==> src/logic/mbf_defs.svh <==
// Timing, code and reset constants for the serial-line framer
`ifndef MBF_DEFS_SVH
`define MBF_DEFS_SVH

`define MBF_CLK_HZ 100000000
`define MBF_CHAR_BITS 11
// Silent-interval figures in units of 100 us, per baud code 0..6
`define MBF_T35_2400_100US 161
`define MBF_T35_4800_100US 81
`define MBF_T35_9600_100US 41
`define MBF_T35_19200_100US 21
`define MBF_T35_38400_100US 11
`define MBF_T35_57600_100US 7
`define MBF_T35_115200_100US 4
`define MBF_CYC_PER_100US (`MBF_CLK_HZ / 10000)
`define MBF_CYC_PER_MS (`MBF_CLK_HZ / 1000)
`define MBF_WAIT_MS_MAX 99
`define MBF_WAIT_MS_RST 20
`define MBF_ADDR_BCAST 8'h00
`define MBF_ADDR_MAX 8'hf7
`define MBF_EXC_FLAG 8'h80
`define MBF_CRC_POLY 16'ha001
`define MBF_CRC_INIT 16'hffff
`define MBF_EXC_ILL_FUNC 8'h01
`define MBF_FC_RD_HOLD 8'h03
`define MBF_FC_RD_INPUT 8'h04
`define MBF_FC_WR_SINGLE 8'h06
`define MBF_FC_WR_MULTI 8'h10
`define MBF_FC_RW_MULTI 8'h17

`endif

==> src/logic/mbf_pkg.sv <==
// Types shared by the framer modules
package mbf_pkg;
	// One byte with its strobe
	typedef struct packed {
		logic valid;
		logic [7:0] data;
	} mbf_byte_t;

	// Request header handed to the PDU layer
	typedef struct packed {
		logic bcast;
		logic [7:0] addr;
		logic [7:0] func;
	} mbf_hdr_t;

	typedef enum logic [2:0] {
		MBF_IDLE = 3'b000,
		MBF_RECV = 3'b001,
		MBF_PROC = 3'b010,
		MBF_WAIT = 3'b011,
		MBF_SEND = 3'b100,
		MBF_CRCL = 3'b101,
		MBF_CRCH = 3'b110,
		MBF_GAP = 3'b111
	} mbf_state_t;
endpackage : mbf_pkg

==> src/logic/mbf_crc16.sv <==
// Byte-wide reflected CRC-16 engine
`timescale 1ns/1ps
`include "mbf_defs.svh"
module mbf_crc16 (
	// Clock and reset
	input wire logic clk,
	input wire logic rst,
	// Control
	input wire logic init,
	input wire logic en,
	input wire logic [7:0] din,
	// Result
	output logic [15:0] crc
);
	import mbf_pkg::*;

	logic [15:0] step [0:8];

	// Eight shift steps per byte, LSB first, polynomial folded in when bit falls out
	assign step[0] = crc ^ {8'h00, din};
	genvar i;
	generate
		for (i = 0; i < 8; i++) begin : g_bit
			assign step[i+1] = step[i][0] ? ((step[i] >> 1) ^ `MBF_CRC_POLY) : (step[i] >> 1);
		end
	endgenerate

	// Init wins over update so a new frame never inherits old state
	always_ff @(posedge clk or posedge rst) begin
		if (rst) begin
			crc <= `MBF_CRC_INIT;
		end else if (init) begin
			crc <= `MBF_CRC_INIT;
		end else if (en) begin
			crc <= step[8];
		end
	end
endmodule : mbf_crc16

==> src/logic/mbf_framer.sv <==
// Serial-line RTU server framer: gap framing, address filter, CRC, response sequencing
`timescale 1ns/1ps
`include "mbf_defs.svh"
module mbf_framer #(
	parameter int WAIT_CYC_PER_MS = `MBF_CYC_PER_MS,
	parameter int GAP_CYC_PER_100US = `MBF_CYC_PER_100US
) (
	// Clock and reset
	input wire logic clk,
	input wire logic rst,
	// Configuration (static levels from the instrument)
	input wire logic [7:0] own_addr,
	input wire logic [2:0] baud_sel,
	input wire logic [6:0] wait_ms,
	// Received characters from the UART layer (same clock)
	input wire mbf_pkg::mbf_byte_t rx_byte,
	input wire logic rx_err,
	// Request stream to the PDU layer
	output mbf_pkg::mbf_byte_t req_byte,
	output mbf_pkg::mbf_hdr_t req_hdr,
	output logic req_start,
	output logic req_end,
	// Processing result from the PDU layer
	input wire logic proc_done,
	input wire logic proc_exc,
	input wire logic [7:0] proc_exc_code,
	// Response data bytes from the PDU layer, big-endian order
	input wire mbf_pkg::mbf_byte_t rsp_byte,
	input wire logic rsp_last,
	output logic rsp_ready,
	// Transmit characters to the UART layer
	output mbf_pkg::mbf_byte_t tx_byte,
	input wire logic tx_ready,
	output logic tx_busy
);
	import mbf_pkg::*;

	localparam int GAP_W = 24;
	mbf_state_t state_r;
	logic [GAP_W-1:0] gap_cnt_r;
	logic [GAP_W-1:0] gap_lim;
	logic [GAP_W-1:0] wait_lim;
	logic [GAP_W-1:0] wait_cnt_r;
	logic gap_done;
	logic [7:0] hold_r [0:1];
	logic [1:0] hold_n_r;
	logic [2:0] idx_r;
	logic [7:0] addr_r;
	logic [7:0] func_r;
	logic accept_r;
	logic bcast_r;
	logic err_r;
	logic exc_r;
	logic [7:0] exc_code_r;
	logic rsp_end_r;
	logic crc_init;
	logic crc_en;
	logic [7:0] crc_din;
	logic [15:0] crc;
	logic rx_go;
	logic tx_go;
	logic [6:0] wait_clip;
	logic fc_ok;

	// Silent threshold per baud code; figures already carry 3.5 x 11 bit periods
	// No fixed 1.75 ms floor is applied at any rate
	always_comb begin
		unique case (baud_sel)
			3'd0: gap_lim = GAP_W'(`MBF_T35_2400_100US * GAP_CYC_PER_100US);
			3'd1: gap_lim = GAP_W'(`MBF_T35_4800_100US * GAP_CYC_PER_100US);
			3'd2: gap_lim = GAP_W'(`MBF_T35_9600_100US * GAP_CYC_PER_100US);
			3'd3: gap_lim = GAP_W'(`MBF_T35_19200_100US * GAP_CYC_PER_100US);
			3'd4: gap_lim = GAP_W'(`MBF_T35_38400_100US * GAP_CYC_PER_100US);
			3'd5: gap_lim = GAP_W'(`MBF_T35_57600_100US * GAP_CYC_PER_100US);
			default: gap_lim = GAP_W'(`MBF_T35_115200_100US * GAP_CYC_PER_100US);
		endcase
	end

	// Waiting time clipped to its legal range
	assign wait_clip = (wait_ms > 7'(`MBF_WAIT_MS_MAX)) ? 7'(`MBF_WAIT_MS_MAX) : wait_ms;
	assign wait_lim = GAP_W'(wait_clip) * GAP_W'(WAIT_CYC_PER_MS);
	assign gap_done = (gap_cnt_r >= gap_lim);

	// Only 16-bit register codes pass
	assign fc_ok = (func_r == `MBF_FC_RD_HOLD) || (func_r == `MBF_FC_RD_INPUT) ||
		(func_r == `MBF_FC_WR_SINGLE) || (func_r == `MBF_FC_WR_MULTI) ||
		(func_r == `MBF_FC_RW_MULTI);

	// Silence counter: restarted by every character in either direction; saturates
	always_ff @(posedge clk or posedge rst) begin
		if (rst) begin
			gap_cnt_r <= '0;
		end else if (rx_byte.valid || tx_go) begin
			gap_cnt_r <= '0;
		end else if (!gap_done) begin
			gap_cnt_r <= gap_cnt_r + GAP_W'(1);
		end
	end

	// Receive acceptance; characters inside a frame never time out before T3.5
	assign rx_go = rx_byte.valid && (state_r == MBF_IDLE || state_r == MBF_RECV);
	assign tx_go = tx_byte.valid && tx_ready;

	// Main sequence
	always_ff @(posedge clk or posedge rst) begin
		if (rst) begin
			state_r <= MBF_GAP;
			wait_cnt_r <= '0;
			exc_r <= 1'b0;
			exc_code_r <= 8'h00;
			rsp_end_r <= 1'b0;
		end else begin
			unique case (state_r)
				MBF_GAP: begin
					// Start gap must elapse before any frame is believed
					if (gap_done) begin
						state_r <= MBF_IDLE;
					end
				end
				MBF_IDLE: begin
					if (rx_byte.valid) begin
						state_r <= MBF_RECV;
					end
				end
				MBF_RECV: begin
					// Frame ends on T3.5 silence
					if (gap_done) begin
						if (!accept_r || err_r || idx_r < 3'd4 || crc != 16'h0000) begin
							state_r <= MBF_IDLE; // Bad CRC, foreign or short frame: drop
						end else if (!fc_ok) begin
							exc_r <= 1'b1;
							exc_code_r <= `MBF_EXC_ILL_FUNC;
							state_r <= bcast_r ? MBF_IDLE : MBF_WAIT;
							wait_cnt_r <= '0;
						end else begin
							exc_r <= 1'b0;
							state_r <= MBF_PROC;
						end
					end
				end
				MBF_PROC: begin
					// Answer only after processing has finished
					if (proc_done) begin
						exc_r <= proc_exc; // Address and size faults arrive here
						exc_code_r <= proc_exc_code;
						wait_cnt_r <= '0;
						state_r <= bcast_r ? MBF_IDLE : MBF_WAIT;
					end
				end
				MBF_WAIT: begin
					// Response held off for the waiting time
					if (wait_cnt_r >= wait_lim) begin
						state_r <= MBF_SEND;
						rsp_end_r <= 1'b0;
					end else begin
						wait_cnt_r <= wait_cnt_r + GAP_W'(1);
					end
				end
				MBF_SEND: begin
					// Last byte marked when it is loaded: exception code or final body byte
					if (tx_go && rsp_end_r) begin
						state_r <= MBF_CRCL;
					end else if ((tx_idx_r == 2'd1 && tx_go && exc_r) ||
						(rsp_ready && rsp_byte.valid && rsp_last)) begin
						rsp_end_r <= 1'b1;
					end
				end
				MBF_CRCL: begin
					if (tx_go) begin
						state_r <= MBF_CRCH; // Low CRC byte first
					end
				end
				MBF_CRCH: begin
					if (tx_go) begin
						state_r <= MBF_GAP; // End gap before listening again
					end
				end
				default: state_r <= MBF_GAP;
			endcase
		end
	end

	// Receive byte index, header capture, address filter
	always_ff @(posedge clk or posedge rst) begin
		if (rst) begin
			idx_r <= 3'd0;
			addr_r <= 8'h00;
			func_r <= 8'h00;
			accept_r <= 1'b0;
			bcast_r <= 1'b0;
			err_r <= 1'b0;
		end else if (rx_go) begin
			if (state_r == MBF_IDLE) begin
				idx_r <= 3'd1;
				addr_r <= rx_byte.data;
				bcast_r <= (rx_byte.data == `MBF_ADDR_BCAST);
				accept_r <= (rx_byte.data == `MBF_ADDR_BCAST) ||
					(rx_byte.data == own_addr && rx_byte.data <= `MBF_ADDR_MAX);
				err_r <= rx_err; // Character fault poisons the frame
			end else begin
				if (idx_r == 3'd1) begin
					func_r <= rx_byte.data;
				end
				if (idx_r != 3'd7) begin
					idx_r <= idx_r + 3'd1;
				end
				err_r <= err_r | rx_err;
			end
		end
	end

	// Two-byte delay line so CRC bytes never reach the PDU layer
	always_ff @(posedge clk or posedge rst) begin
		if (rst) begin
			hold_r[0] <= 8'h00;
			hold_r[1] <= 8'h00;
			hold_n_r <= 2'd0;
		end else if (state_r == MBF_IDLE) begin
			hold_n_r <= 2'd0;
		end else if (rx_go && idx_r >= 3'd2) begin
			hold_r[0] <= rx_byte.data;
			hold_r[1] <= hold_r[0];
			if (hold_n_r != 2'd2) begin
				hold_n_r <= hold_n_r + 2'd1;
			end
		end
	end

	// Request stream: header at frame end once the CRC checks, data bytes with two-byte lag
	always_ff @(posedge clk or posedge rst) begin
		if (rst) begin
			req_byte <= '0;
			req_hdr <= '0;
			req_start <= 1'b0;
			req_end <= 1'b0;
		end else begin
			req_byte.valid <= rx_go && accept_r && idx_r >= 3'd2 && hold_n_r == 2'd2;
			req_byte.data <= hold_r[1];
			req_start <= state_r == MBF_RECV && gap_done && accept_r && !err_r &&
				idx_r >= 3'd4 && crc == 16'h0000 && fc_ok;
			req_end <= 1'b0;
			req_hdr <= '{bcast: bcast_r, addr: addr_r, func: func_r};
		end
	end

	// CRC engine shared by receive check and transmit generation
	assign crc_init = (state_r == MBF_IDLE && !rx_byte.valid) || (state_r == MBF_WAIT);
	assign crc_en = rx_go || (tx_go && state_r == MBF_SEND);
	assign crc_din = rx_go ? rx_byte.data : tx_byte.data;

	mbf_crc16 u_crc (
		.clk(clk),
		.rst(rst),
		.init(crc_init),
		.en(crc_en),
		.din(crc_din),
		.crc(crc)
	);

	// Transmit byte counter for header fields
	logic [1:0] tx_idx_r;
	always_ff @(posedge clk or posedge rst) begin
		if (rst) begin
			tx_idx_r <= 2'd0;
		end else if (state_r != MBF_SEND) begin
			tx_idx_r <= 2'd0;
		end else if (tx_go && tx_idx_r != 2'd2) begin
			tx_idx_r <= tx_idx_r + 2'd1;
		end
	end

	// Transmit data: address, function (+0x80 on exception), body, CRC low then high
	// Body bytes pass in the PDU layer's big-endian order untouched
	always_ff @(posedge clk or posedge rst) begin
		if (rst) begin
			tx_byte <= '0;
		end else begin
			tx_byte.valid <= 1'b0;
			if (state_r == MBF_SEND && !(tx_go && rsp_end_r)) begin
				tx_byte.valid <= 1'b1;
				if (tx_idx_r == 2'd0 && !tx_go) begin
					tx_byte.data <= addr_r;
				end else if ((tx_idx_r == 2'd0 && tx_go) || (tx_idx_r == 2'd1 && !tx_go)) begin
					tx_byte.data <= exc_r ? (func_r | `MBF_EXC_FLAG) : func_r;
				end else if (exc_r) begin
					tx_byte.data <= exc_code_r;
				end else if (rsp_ready) begin
					tx_byte.data <= rsp_byte.data;
					tx_byte.valid <= rsp_byte.valid;
				end else begin
					// A body byte still waiting for the UART keeps its place
					tx_byte.valid <= tx_byte.valid;
				end
			end else if (state_r == MBF_CRCL) begin
				// CRC read one cycle late so it already covers the last body byte
				tx_byte.valid <= 1'b1;
				tx_byte.data <= tx_go ? crc[15:8] : crc[7:0];
			end else if (state_r == MBF_CRCH) begin
				tx_byte.valid <= !tx_go;
			end
		end
	end

	// Body bytes taken from the PDU layer once the header is out
	// Taken when the transmit register is free to load the next body byte
	assign rsp_ready = state_r == MBF_SEND && !exc_r && !rsp_end_r &&
		((tx_idx_r == 2'd1 && tx_go) || (tx_idx_r == 2'd2 && (tx_go || !tx_byte.valid)));
	assign tx_busy = state_r == MBF_SEND || state_r == MBF_CRCL || state_r == MBF_CRCH;
endmodule : mbf_framer

==> config.mk <==
export PLATFORM = sky130hd
export DESIGN_NAME = mbf_framer
export DESIGN_NICKNAME = d
export VERILOG_FILES = /design/src/logic/mbf_pkg.sv /design/src/logic/mbf_crc16.sv /design/src/logic/mbf_framer.sv
export VERILOG_INCLUDE_DIRS = /design/src /design/src/logic
export SDC_FILE = /design/constraint.sdc
export NUM_CORES = 1
export LEC_CHECK = 0
export BUFFER_PORTS_ARGS = -buffer_cell sky130_fd_sc_hd__buf_4
export CAP_MARGIN = 20
export CORE_MARGIN = 4
export CORE_UTILIZATION = 61
export DETAILED_ROUTE_END_ITERATION = 10
export PLACE_DENSITY = 0.78
export REMOVE_ABC_BUFFERS = 1
export SYNTH_ARGS = -nofsm -noshare
export SYNTH_HDL_FRONTEND = slang
export SYNTH_HIERARCHICAL = 1
export SYNTH_SLANG_ARGS = --single-unit
==> constraint.sdc <==
create_clock -name clk -period 4.9 [get_ports clk]
set_input_delay 0.735 -clock clk [delete_from_list [all_inputs] [get_ports clk]]
set_output_delay 0.735 -clock clk [all_outputs]
set_load 0.03 [all_outputs]
Word level (Yosys, flattened, before mapping)
Cells that the tools add are included.
{"block": "classes", "addsub": 5, "mul": 1, "n_div": 0, "magnitude_cmp": 7, "eq_ne": 41, "n_shift": 0, "mux": 69, "n_bitwise": 11, "reduce_logical": 81}
{"cell": "$mux 24", "count": 7}
{"cell": "$mux 16", "count": 10}
{"cell": "$pmux 21 s6", "count": 1}
{"cell": "$mux 8", "count": 12}
{"cell": "$pmux 24 s3", "count": 1}
{"cell": "$add 24x1->24 const B", "count": 2}
{"cell": "$ge 24x24->1", "count": 2}
{"cell": "$mux 3", "count": 10}
{"cell": "$logic_and 1x1->1", "count": 29}
{"cell": "$ne 2x2->1 const B", "count": 14}
{"cell": "$not 2->3", "count": 8}
{"cell": "$pmux 3 s8", "count": 1}
{"cell": "$mul 7x12->19 const B", "count": 1}
{"cell": "$eq 3x3->1 const B", "count": 6}
{"cell": "$logic_or 1x1->1", "count": 18}
{"cell": "$eq 8x3->1 const B", "count": 2}
{"cell": "$eq 8x5->1 const B", "count": 2}
{"cell": "$logic_not 16->1", "count": 1}
{"cell": "$mux 2", "count": 8}
{"cell": "$pmux 8 s2", "count": 1}
{"cell": "$reduce_bool 16->1", "count": 1}
{"cell": "$reduce_bool 2->1", "count": 8}
{"cell": "$xor 16x8->16", "count": 1}
{"cell": "$mux 1", "count": 14}
{"cell": "32 further kinds", "count": 55}
{"block": "word_totals", "register_bits": 155, "latch_bits": 0, "ram_bits": 0, "romBits": 0, "input_bits": 51, "out_inout_bits": 39, "wordCells": 240, "mem_count": 0}

Depth between registers and ports, before layout
Gate-level depths: netlist (run 1).
{"block": "logic_depth", "depth_word": 23, "depth_mapped": 24, "ltp_nobuf": 23}

Cells and area by module
Netlist (run 1), hierarchy kept.
{"module": "mbf_framer", "instances": 1, "cells_per_inst": 962, "area_per_inst_um2": 9123.8, "seq_area_each_um2": 3482.1}
{"module": "mbf_crc16", "instances": 1, "cells_per_inst": 87, "area_per_inst_um2": 907.1, "seq_area_each_um2": 420.4}

Worst setup path before layout (run 1)
OpenSTA, ideal clock, no wires.
{"block": "synth_path", "path_kind": "input to register", "start": "input wait_ms[5]", "end": "register wait_cnt_r[5]", "setup_time_ns": 0.082, "arrival_time_ns": 6.014, "t_required_ns": 4.818, "setup_slack_ns": -1.196, "path_stages": 24, "n_path_buf": 1, "cell_sequence": "nand2_1 or2_2 nand2b_1 ha_1 ha_1 ha_1 fa_1 ha_1 a31oi_1 o21ba_2 o21ai_0 o41ai_1 o2111ai_1 a21oi_1 xor2_1 ha_1 a21oi_1 o21ai_0 nor3_1 o31ai_1 a21oi_1 clkbuf_1 a41oi_1 a31oi_1"}
{"block": "synth_via", "elab_chain_cells": 6}
{"item": "start, declared", "line_no": "mbf_framer.sv:14", "rtl": "input wire logic [6:0] wait_ms,"}
{"item": "$gt 7x7->1", "line_no": "mbf_framer.sv:80", "rtl": "assign wait_clip = (wait_ms > 7'(`MBF_WAIT_MS_MAX)) ? 7'(`MBF_WAIT_MS_MAX) : wait_ms;"}
{"item": "$mux 7 *", "line_no": "mbf_framer.sv:80"}
{"item": "$mul 7x12->19 *", "line_no": "mbf_framer.sv:81", "rtl": "assign wait_lim = GAP_W'(wait_clip) * GAP_W'(WAIT_CYC_PER_MS);"}
{"item": "$ge 24x24->1 *", "line_no": "mbf_framer.sv:152", "rtl": "if (wait_cnt_r >= wait_lim) begin"}
{"item": "$ne 2x2->1 (no line) *"}
{"item": "$reduce_and 6->1 (no line) *"}
{"item": "end signal, assigned", "line_no": "mbf_framer.sv:156", "rtl": "wait_cnt_r <= wait_cnt_r + GAP_W'(1);"}
{"item": "end, declared", "line_no": "mbf_framer.sv:43", "rtl": "logic [GAP_W-1:0] wait_cnt_r;"}
Every way passes the cells marked *; elsewhere a longest branch is shown, timed or not.
A chain may end at the register's enable or synchronous reset.

Final worst setup path (run 1)
{"block": "layout_path", "start": "input wait_ms[3]", "end": "register wait_cnt_r[1]"}
The elaborated chain is that of the path after synthesis.

==> out/results.txt, run 1 <==
Max cap viols: 0
Gr usage total: 30.3%
Slowest cell on crit path: fa_1
Setup WS pre-CTS: -1340 ps
Synth async-reset ratio: 100%
H-tree depth: 4
Clock power share: 21.7%
Cell-internal power: 0.00391 W
Vias: 8950
Number of CTS-inserted buffers: 17
Yosys warning count: 6
Clock Pin Slew Worst Setup and Hold Paths: 60 ps
Die X: 136 microns
DR iter-0 viols: 730
Non-filler cells, final: 1423
WP data required: 5250 ps
Share of cells above drive strength 1: 29.5%
Antenna Nets Post-Route: 0
Post-DP HPWL: 18100 microns
Initial antenna violation count: 0
Synth Flop Type: dfrtp_1
# setup viols final: 28
Worst reg2reg startpoint: state_r[1]
CP peak stage delay: 630 ps
Synth cell types: 76
Worst-Margin Slew: 1000 ps
Hold crit path type: input pin to async pin
Placed cells: 1366
Max VDD drop: 0.552 mV
Crit. End Element: flop
RSZ-0062 raised after global routing: yes
Crit path time final: 5560 ps
EDFF count, synth: 0
Met1 Use GR: 38.3%
#FFs+latches synth: 155
Worst Setup Path Type: input pin to flop
Site row count: 46
First-pass GRT wire length: 44200 microns
Slew Limit Fails: 0
Leakage power: 5.84 nW
Power density over cell area: 509 mW/mm^2
CTS root buffer: clkbuf_16
Arrival @ worst endpoint: 5910 ps
Status: complete, but fails checks
M3 GR Usage: 4.59%
CP Max Fanout: 6
Final wirelength: 28700 microns
Final WS setup: -659 ps
Die Y: 136 microns
Layout Nets: 1350
Port-buffer cells: 88
Net load switching power: 0.00256 W
WL/cell: 20.2 microns
Clock buffer depth: 2
Cts hold-fix bufs: 0
DRT Pass-1 Iters: 5
Initial Util: 62.7%
Final Hold Vio Count: 0
Logic gate share of total power: 46.1%
# DRC: 0
Switching share of total power: 39.6%
Die area: 0.0186 sq mm
Cell area after synthesis: 0.0100 sq mm
Grt total ovfl: 0
# IOs: 90
Area Growth Syn to Fin: 26.7%
Period Utilization, post-route: 113%
Tot Pwr: 0.00648 W
Failing checks: setup timing
Cells after synthesis: 1049
GRT busiest layer: met2
Core Area: 0.0160 sq mm
Seq pwr share: 32.2%
Ant diodes: 0
Register area share after synthesis: 38.9%
Syn_area_per_cell: 9.56 sq um
CTS tree: yes
RePlAce Congestion: 0.857
Fmax: 180 MHz
Most common cell on crit path: buf_4
Via density: 6.29
Largest net degree at the start of global routing: 116
Crit path from: wait_ms[3]
Slew margin rel.: 33.0%
Met2 global-route usage: 52.8%
Skew final: 9.99 ps
Vias in the first global route: 8720
Min Hold Slack: 356 ps
Latest clock arrival within the worst-skew pair: 430 ps
Sinks on Clock Net: 155
Startpoint types: input pin
-- kinds of logic (layout without fill, tap and decap cells) --
logic type | count (synthesis) | count (layout) | share of synthesized area, %
DFF | 155 | 155 | 38.9
xor gates and xnor gates | 50 | 50 | 4.59
adders and majority gates | 104 | 104 | 13.5
and+or+nand+nor | 335 | 335 | 16.8
AOI/OAI and AO/OA | 258 | 258 | 16.3
other | 1 | 1 | 0.0374
muxes | 57 | 57 | 6.22
buffers and inverters | 89 | 247 | 3.63
-- what timing repair did --
action,CTS,global route
setup buffers,16,7
gates resized for setup,62,40
pin swaps,43,31
cloned,3,0
endpoints found under the setup margin,28,28
-- per-layer routing --
metal	vias up	part of all wire, %
met3	79	5.9
li1	4099	-
met5	-	0
met4	0	3.8
met1	4364	40
met2	408	51
-- power groups by stage --
| stage | Sequential, W | Combinational (W) | Clock [W] |
|---|---|---|---|
| finish | 0.00208 | 0.00298 | 0.00141 |
| CTS | 0.00207 | 0.00281 | 0.00141 |
| global route | 0.00213 | 0.00323 | 0.00147 |
| detailed placement | 0.00208 | 0.00260 | 0 |
| global placement | 0.00207 | 0.00252 | 0 |
| floorplan | 0.00217 | 0.00163 | 0 |
-- stage by stage --
| stage | setup TNS [ps] | area, sq um | utilization [%] |
|---|---|---|---|
| 6_report | -15110 | 12700 | 79.4 |
| 5_1_grt | -18970 | 12700 | 79.4 |
| 4_1_cts | -9730 | 12400 | 77.5 |
| 3_5_place_dp | -34410 | 11200 | 70.1 |
| 3_3_place_gp | -29670 | 11200 | 70.1 |
| 2_1_floorplan | -39800 | 9840 | - |
-- cell usage after synthesis (23+ instances only) --
library cell / number / area, sq um
xor2_1: 25 / 219
dfrtp_1: 136 / 3400
a21oi_1: 83 / 415
nand3_1: 33 / 165
nor2_1: 66 / 248
ha_1: 97 / 1210
mux2_2: 43 / 484
inv_1: 44 / 165
nand2_1: 96 / 360
xnor2_1: 23 / 201
o21ai_0: 55 / 275
clkbuf_1: 34 / 128
-- worst max-delay path, delay by kind of cell --
kind,cells,cell delay [ps]
AOI/OAI and AO/OA,8,1080
and+or+nand+nor,6,720
xor gates and xnor gates,1,250
buffers and inverters,8,1100
muxes,1,200
adders and majority gates,5,1800
-- final cells by class --
class | instances | area, sq um
clock buffers | 17 | 425
clock inverters | 14 | 200
fillers | 993 | 3290
inverters | 45 | 174
multi-input cells | 805 | 6330
flip-flops and latches | 155 | 3900
well taps | 216 | 270
repair buffers | 171 | 1410
-- layout by cell type, fill, tap and decap left out, types with 17 or more instances in the layout --
cell       count
ha_1          77
nand3_1       33
o21ai_0       49
a21oi_1       66
xnor2_1       23
nand2_1       93
clkbuf_16     17
mux2_2        43
dfrtp_1      136
nor2_1        65
ha_4          17
dfstp_2       19
xor2_1        25
buf_4        158
inv_1         42
-- registers in the layout, summed over array words and instances (netlist names), 9 cells and up --
| signal | count |
|---|---|
| req_hdr | 17 |
| tx_byte | 9 |
| gap_cnt_r | 24 |
| req_byte | 9 |
| u_crc/crc | 16 |
| hold_r | 16 |
| wait_cnt_r | 24 |
-- final timing paths --
kind / endpoint / cells past startpoint / slack [ps]
worst max-delay path: wait_cnt_r[1] / 29 / -660
worst min-delay path: tx_byte[2] / 2 / 360
worst max register to register: u_crc/crc[14] / 8 / 1610
worst min register to register: req_byte[3] / 0 / 380
max in group asynchronous: state_r[1] / 4 / 3410
min in group clk: req_byte[3] / 0 / 380
No activity file was read; power rests on OpenSTA's default activity.
==> run 2: changes to the inputs <==
--- a/config.mk
+++ b/config.mk
@@ -8,12 +8,12 @@
 export LEC_CHECK = 0
 export BUFFER_PORTS_ARGS = -buffer_cell sky130_fd_sc_hd__buf_4
 export CAP_MARGIN = 20
+export CORE_ASPECT_RATIO = 1.4
 export CORE_MARGIN = 4
-export CORE_UTILIZATION = 61
+export CORE_UTILIZATION = 30
 export DETAILED_ROUTE_END_ITERATION = 10
-export PLACE_DENSITY = 0.78
+export PLACE_DENSITY = 0.43
 export REMOVE_ABC_BUFFERS = 1
 export SYNTH_ARGS = -nofsm -noshare
 export SYNTH_HDL_FRONTEND = slang
-export SYNTH_HIERARCHICAL = 1
 export SYNTH_SLANG_ARGS = --single-unit
==> out/results.txt, run 2 <==
Synth cell types: 72 (was 76)
Hold crit path type: flop to flop (was input pin to async pin)
Synth Area in Simple Gates: 17.6% (was 16.8%)
Sinks on Clock Net: 155 (unchanged)
Die Y: 226 microns (was 136 microns)
First-pass GRT wire length: 48700 microns (was 44200 microns)
CTS root buffer: clkbuf_16 (unchanged)
Worst Setup Path Type: input pin to flop (unchanged)
Period Utilization, post-route: 117% (was 113%)
Site row count: 79 (was 46)
Status: complete, but fails checks (unchanged)
Gr usage total: 16.7% (was 30.3%)
Area Growth Syn to Fin: 26.5% (was 26.7%)
Setup TNS: -18880 ps (was -15110 ps)
Via density: 4.94 (was 6.29)
Synth Area in Adders: 13.3% (was 13.5%)
Share of cells above drive strength 1: 25.2% (was 29.5%)
Yosys warning count: 0 (was 6)
Final instance area: 0.0129 sq mm (was 0.0127 sq mm)
Cell area after synthesis: 0.0102 sq mm (was 0.0100 sq mm)
Most frequent cells in the layout: buf_4 (162), nand2_1 (142), dfrtp_1 (136) (was buf_4 (158), dfrtp_1 (136), nand2_1 (93))
DR iter-0 viols: 415 (was 730)
CP Max Fanout: 6 (unchanged)
Layout Nets: 1376 (was 1350)
RSZ-0062 raised after global routing: yes (unchanged)
EDFF count, synth: 0 (unchanged)
Slowest cell on crit path: fa_1 (unchanged)
Critical path depth in cells: 28 (was 29)
Crit path time final: 5710 ps (was 5560 ps)
Worst-Margin Slew: 995 ps (was 1000 ps)
Most frequent cell after synthesis: nand2_1 (was dfrtp_1)
Final wirelength: 29900 microns (was 28700 microns)
Largest net degree at the start of global routing: 92 (was 116)
Register area share after synthesis: 38.3% (was 38.9%)
Vias in the first global route: 8685 (was 8720)
R2r setup slk: 1480 ps (was 1610 ps)
Grt total ovfl: 0 (unchanged)
# DRC: 0 (unchanged)
Synth Area in XOR/XNOR: 5.93% (was 4.59%)
Failing checks: setup timing (unchanged)
Final Hold Vio Count: 0 (unchanged)
CTS tree: yes (unchanged)
Filler cells: 3430 (was 993)
Fmax: 175 MHz (was 180 MHz)
#FFs+latches synth: 155 (unchanged)
Port-buffer cells: 88 (unchanged)
Die X: 164 microns (was 136 microns)
Core Area: 0.0334 sq mm (was 0.0160 sq mm)
Placed cells: 1637 (was 1366)
Max cap viols: 0 (unchanged)
Initial antenna violation count: 1 (was 0)
Max VDD drop: 0.274 mV (was 0.552 mV)
DRT Pass-1 Iters: 4 (was 5)
Slew Limit Fails: 0 (unchanged)
Number of CTS-inserted buffers: 17 (unchanged)
RePlAce Congestion: 0.825 (was 0.857)
Synth async-reset ratio: 100% (unchanged)
Clock Pin Slew Worst Setup and Hold Paths: 60 ps (about the same)
WP buf/inv: 3 (was 8)
Mux contribution to synthesized area: 6.15% (was 6.22%)
Skew final: 6.55 ps (was 9.99 ps)
Post-synth top area share: 33.4% (was 33.9%)
Vias: 8295 (was 8950)
Tot Pwr: 0.00601 W (was 0.00648 W)
Final WS setup: -815 ps (was -659 ps)
Most common cell on crit path: ha_4 (was buf_4)
H-tree depth: 4 (unchanged)
Setup WS pre-CTS: -1960 ps (was -1340 ps)
Compound-Gate Fraction of Synth Area: 15.0% (was 16.3%)
Crit. End Element: flop (unchanged)
Main combinational cell family by area after synthesis: simple AND/OR/NAND/NOR gates (unchanged)
Die area: 0.0370 sq mm (was 0.0186 sq mm)
Most instantiated cells after synthesis: nand2_1 (143), dfrtp_1 (136), ha_1 (97) (was dfrtp_1 (136), ha_1 (97), nand2_1 (96))
Arrival @ worst endpoint: 6080 ps (was 5910 ps)
Synth area leaders: dfrtp_1 (33%), ha_1 (12%), nand2_1 (5.3%) (was dfrtp_1 (34%), ha_1 (12%), dfstp_2 (5.0%))
CP delay by family, top: compound AO/OA/AOI/OAI gates (was adder cells)
Yosys top cell by area: dfrtp_1 (unchanged)
Reg2Reg Depth: 9 (was 8)
# IOs: 90 (unchanged)
Hold depth: 0
Synth Flop Type: dfrtp_1 (unchanged)
Startpoint types: input pin (unchanged)
Latest clock arrival within the worst-skew pair: 440 ps (was 430 ps)
Ant diodes: 0 (unchanged)
Leakage power: 5.92 nW (was 5.84 nW)
WP data required: 5270 ps (was 5250 ps)
Cts hold-fix bufs: 0 (unchanged)
Area after DPL: 0.0118 sq mm (was 0.0112 sq mm)
Power density over cell area: 466 mW/mm^2 (was 509 mW/mm^2)
Slew margin rel.: 33.0% (about the same)
# setup viols final: 28 (unchanged)
WL/cell: 17.8 microns (was 20.2 microns)
Most common cell after layout, fill and taps aside: buf_4 (unchanged)
Clock buffer depth: 2 (unchanged)
Cells after synthesis: 1079 (was 1049)
Top Registers: gap_cnt_r: 24 flops, wait_cnt_r: 24 flops, req_hdr: 17 flops (unchanged)
Non-filler cells, final: 1678 (was 1423)
Syn_area_per_cell: 9.45 sq um (was 9.56 sq um)
Initial Util: 30.5% (was 62.7%)
Post-DP HPWL: 22300 microns (was 18100 microns)
CP peak stage delay: 520 ps (was 630 ps)
Antenna Nets Post-Route: 0 (unchanged)
## run 2: cell count changes after synthesis, moves of 17 or more
| cell | before | now |
|---|---|---|
| nand2_1 | 96 | 143 |
| a21oi_1 | 83 | 56 |
| o21ai_1 | 5 | 24 |
| mux2i_1 | 14 | 32 |
| a31oi_1 | 19 | 2 |
| mux2_2 | 43 | 26 |
## run 2: cells by family (layout without fill, tap and decap cells)
kind of cell / Yosys count / in the layout
xor+xnor: 61 / 61
compound gates: 237 / 239
fa+ha+maj: 104 / 104
flops: 155 / 155
buf+inv: 94 / 246
simple gates: 368 / 368
mux: 59 / 59
other cells: 1 / 1
## run 2: through the flow
| stage | hold WS, ps | util, % |
|---|---|---|
| floorplan | 349 | - |
| global route | 385 | 38.6 |
| global placement | 355 | 35.3 |
| CTS | 373 | 38.3 |
| detailed placement | 359 | 35.3 |
| finish | 371 | 38.6 |
## run 2: cell type report
cell class              instances  area [sq um]  area share, %
clock buffers                  20           457           3.54
clock inverters                11           145           1.13
inverters                      45           174           1.35
multi-input cells             832          6330           49.1
flip-flops and latches        155          3900           30.3
well taps                     445           557           4.32
repair buffers                170          1320           10.3
## run 2: path summary, 6_finish.rpt
path | start | endpoint
max | wait_ms[4] | wait_cnt_r[0]
min | hold_r[7] | req_byte[7]
max reg2reg | gap_cnt_r[10] | state_r[1]
min reg2reg | hold_r[7] | req_byte[7]
max in group asynchronous | rst | exc_code_r[6]
min in group asynchronous | rst | gap_cnt_r[12]
## run 2: what timing repair did
item | 4_1_cts | 5_1_grt
pin swaps | 37 | 4
endpoints found under the setup margin | 28 | 28
gates resized for setup | 51 | 11
cloned | 2 | 0
buffers inserted | 5 | 3
## run 2: per-layer routing
| metal | GRT usage, % | vias to the layer above | part of all wire (%) |
|---|---|---|---|
| li1 | - | 4176 | - |
| met1 | 19.0 | 3955 | 40 |
| met2 | 32.1 | 133 | 55 |
| met3 | 2.57 | 29 | 3.0 |
| met4 | 4.57 | 2 | 1.5 |
| met5 | 0 | - | 0.067 |
## run 2: power by group
group / switching [W] / internal [W] / total (W)
Clock: 0.000541 / 0.000823 / 0.00136
Combinational: 0.00149 / 0.00118 / 0.00267
Sequential: 0.000322 / 0.00166 / 0.00198
Total: 0.00235 / 0.00366 / 0.00601
==> run 3: changes to the inputs <==
--- a/config.mk
+++ b/config.mk
@@ -6,6 +6,7 @@
 export SDC_FILE = /design/constraint.sdc
 export NUM_CORES = 1
 export LEC_CHECK = 0
+export ABC_AREA = 1
 export BUFFER_PORTS_ARGS = -buffer_cell sky130_fd_sc_hd__buf_4
 export CAP_MARGIN = 20
 export CORE_ASPECT_RATIO = 1.4
==> out/results.txt, run 3 <==
CP peak stage delay: 560 ps (was 520 ps)
Max cap viols: 0 (unchanged)
Sequential cell area: 0.00390 sq mm (unchanged)
Top Registers: gap_cnt_r: 24 flops, wait_cnt_r: 24 flops, req_hdr: 17 flops (unchanged)
Clock Pin Slew Worst Setup and Hold Paths: 70 ps (was 60 ps)
Post-DP HPWL: 24200 microns (was 22300 microns)
#FFs+latches synth: 155 (unchanged)
Most frequent cells in the layout: nand2_1 (275), buf_4 (156), inv_1 (150) (was buf_4 (162), nand2_1 (142), dfrtp_1 (136))
Slowest cell on crit path: fa_2 (was fa_1)
Area Growth Syn to Fin: 26.4% (was 26.5%)
Vias: 9603 (was 8295)
Setup WS pre-CTS: -1550 ps (was -1960 ps)
Hold crit path type: flop to flop (unchanged)
Crit. End Element: flop (unchanged)
Leakage power: 6.25 nW (was 5.92 nW)
Die X: 166 microns (was 164 microns)
Wire length on met1: 13000 microns (was 12100 microns)
EDFF count, synth: 0 (unchanged)
Yosys warning count: 0 (unchanged)
Syn_area_per_cell: 7.86 sq um (was 9.45 sq um)
Vias in the first global route: 9849 (was 8685)
Final WS setup: -378 ps (was -815 ps)
Synth cell types: 50 (was 72)
Cells after synthesis: 1336 (was 1079)
Most frequent cell after synthesis: nand2_1 (unchanged)
Top sig layer: met4 (was met5)
Filler cells: 3598 (was 3430)
Max VDD drop: 0.249 mV (was 0.274 mV)
RR Endpoint: exc_code_r[4] (was state_r[1])
Ant diodes: 0 (unchanged)
Most common cell on crit path: nand2_2 (was ha_4)
Core Area: 0.0343 sq mm (was 0.0334 sq mm)
CP Max Fanout: 5 (was 6)
Multi-input logic area: 0.00612 sq mm (was 0.00633 sq mm)
Worst reg2reg startpoint: gap_cnt_r[11] (was gap_cnt_r[10])
Status: complete, but fails checks (unchanged)
Yosys top cell by area: dfrtp_1 (unchanged)
Antenna Nets Post-Route: 0 (unchanged)
Die area: 0.0381 sq mm (was 0.0370 sq mm)
DR iter-0 viols: 514 (was 415)
Period Utilization, post-route: 108% (was 117%)
Fmax: 189 MHz (was 175 MHz)
# setup viols final: 28 (unchanged)
Grt total ovfl: 0 (unchanged)
Arrival @ worst endpoint: 5640 ps (was 6080 ps)
RePlAce Congestion: 0.831 (was 0.825)
Tot Pwr: 0.00561 W (was 0.00601 W)
Synth Flop Type: dfrtp_1 (unchanged)
Non-filler cells, final: 1962 (was 1678)
# IOs: 90 (unchanged)
Hold wc startpoint: hold_r[7] (unchanged)
Worst Setup Path Type: input pin to flop (unchanged)
CTS root buffer: clkbuf_16 (unchanged)
Largest net degree at the start of global routing: 96 (was 92)
Clock buffer depth: 2 (unchanged)
Cts hold-fix bufs: 0 (unchanged)
Reg2Reg Depth: 12 (was 9)
CTS tree: yes (unchanged)
Die Y: 229 microns (was 226 microns)
Via density: 4.89 (was 4.94)
Synth async-reset ratio: 100% (unchanged)
Critical path depth in cells: 33 (was 28)
Register area share after synthesis: 37.2% (was 38.3%)
Initial Util: 30.6% (was 30.5%)
Hold depth: 0 (unchanged)
H-tree depth: 4 (unchanged)
WL/cell: 16.3 microns (was 17.8 microns)
Most common cell after layout, fill and taps aside: nand2_1 (was buf_4)
Cell area after synthesis: 0.0105 sq mm (was 0.0102 sq mm)
Share of cells above drive strength 1: 23.1% (was 25.2%)
CP delay by family, top: adder cells (was compound AO/OA/AOI/OAI gates)
Synth area leaders: dfrtp_1 (32%), ha_1 (12%), nand2_1 (11%) (was dfrtp_1 (33%), ha_1 (12%), nand2_1 (5.3%))
Site row count: 80 (was 79)
WP data required: 5270 ps (about the same)
Hold Path Sink: req_byte[7] (unchanged)
R2r setup slk: 2050 ps (was 1480 ps)
Skew final: 14.8 ps (was 6.55 ps)
Worst-Margin Slew: 1010 ps (was 995 ps)
Final core occ: 38.7% (was 38.6%)
Gr usage total: 16.8% (was 16.7%)
# DRC: 0 (unchanged)
RSZ-0062 raised after global routing: yes (unchanged)
Power density over cell area: 422 mW/mm^2 (was 466 mW/mm^2)
Startpoint types: input pin (unchanged)
Latest clock arrival within the worst-skew pair: 450 ps (was 440 ps)
Placed cells: 1913 (was 1637)
Post-synth top area share: 32.4% (was 33.4%)
Slew Limit Fails: 0 (unchanged)
First-pass GRT wire length: 51400 microns (was 48700 microns)
Layout Nets: 1653 (was 1376)
WP buf/inv: 7 (was 3)
Initial antenna violation count: 0 (was 1)
Final wirelength: 32000 microns (was 29900 microns)
Failing checks: setup timing (unchanged)
Most instantiated cells after synthesis: nand2_1 (295), inv_1 (156), dfrtp_1 (136) (was nand2_1 (143), dfrtp_1 (136), ha_1 (97))
Met3 WL: 982 microns (was 884 microns)
Port-buffer cells: 88 (unchanged)
Final Hold Vio Count: 0 (unchanged)
DRT Pass-1 Iters: 4 (unchanged)
Number of CTS-inserted buffers: 17 (unchanged)
Slew margin rel.: 32.4% (was 33.0%)
Crit path time final: 5280 ps (was 5710 ps)
Sinks on Clock Net: 155 (unchanged)
Met2 wire len: 17100 microns (was 16500 microns)
==> run 3: cell count changes in the layout (fill, tap and decap cells not counted), moves of 17 or more <==
cell	change
nand2_1	+133
o21ai_0	+21
mux2_2	-18
nand3_1	+51
nand2_2	+31
o22a_1	-17
nand4_1	+17
nor2_1	+52
mux2i_1	-32
xnor2_1	-22
inv_1	+107
nor3_1	+18
==> run 3: worst max path at each step <==
| stage | end | start |
|---|---|---|
| final | wait_cnt_r[2] | wait_ms[4] |
| after global placement | wait_cnt_r[9] | wait_ms[5] |
| after detailed placement | wait_cnt_r[2] | wait_ms[5] |
| after CTS | wait_cnt_r[12] | wait_ms[4] |
| after floorplan | wait_cnt_r[2] | wait_ms[3] |
| after global routing | wait_cnt_r[21] | wait_ms[5] |
==> run 3: area by class of cell <==
| type | instances | share of cell area, % |
|---|---|---|
| flip-flops and latches | 155 | 29.4 |
| inverters | 174 | 5.00 |
| clock buffers | 17 | 3.20 |
| clock inverters | 15 | 1.29 |
| repair buffers | 171 | 10.8 |
| well taps | 451 | 4.25 |
| multi-input cells | 979 | 46.1 |
==> run 3: timing repair <==
action / in CTS / in global routing
setup endpoints to repair: 28 / 28
setup buffers: 12 / 2
resized for setup: 84 / 17
hold endpoints to repair: 0 / 0
cloned: 5 / 0
pin swaps: 46 / 11
==> run 3: per-layer routing <==
metal	vias to the layer above	GRT usage [%]
met5	-	0
met3	53	3.00
met4	0	5.83
met1	4611	19.0
met2	156	31.6
li1	4783	-
==> run 3: report_power, final <==
group          internal, W  leakage, nW  switching (W)
Combinational      0.00105         4.00        0.00135
Clock             0.000688        0.291       0.000652
Sequential         0.00164         1.96       0.000232
==> run 3: cells by family (layout without fill, tap and decap cells) <==
kind of cell	Yosys count	after routing	synth area share (%)
mux	8	8	0.858
fa+ha+maj	104	104	12.9
xor+xnor	39	39	3.25
simple gates	608	609	25.7
flops	155	155	37.2
buf+inv	203	377	7.96
other cells	1	1	0.0357
compound gates	218	218	12.1
==> run 3: stage by stage <==
step / hold WS (ps) / instance area (sq um) / TNS, ps
floorplan: 350 / 10300 / -28940
global route: 394 / 13300 / -18120
CTS: 382 / 13200 / -11970
global placement: 363 / 12100 / -37550
finish: 380 / 13300 / -9260
detailed placement: 365 / 12100 / -40680
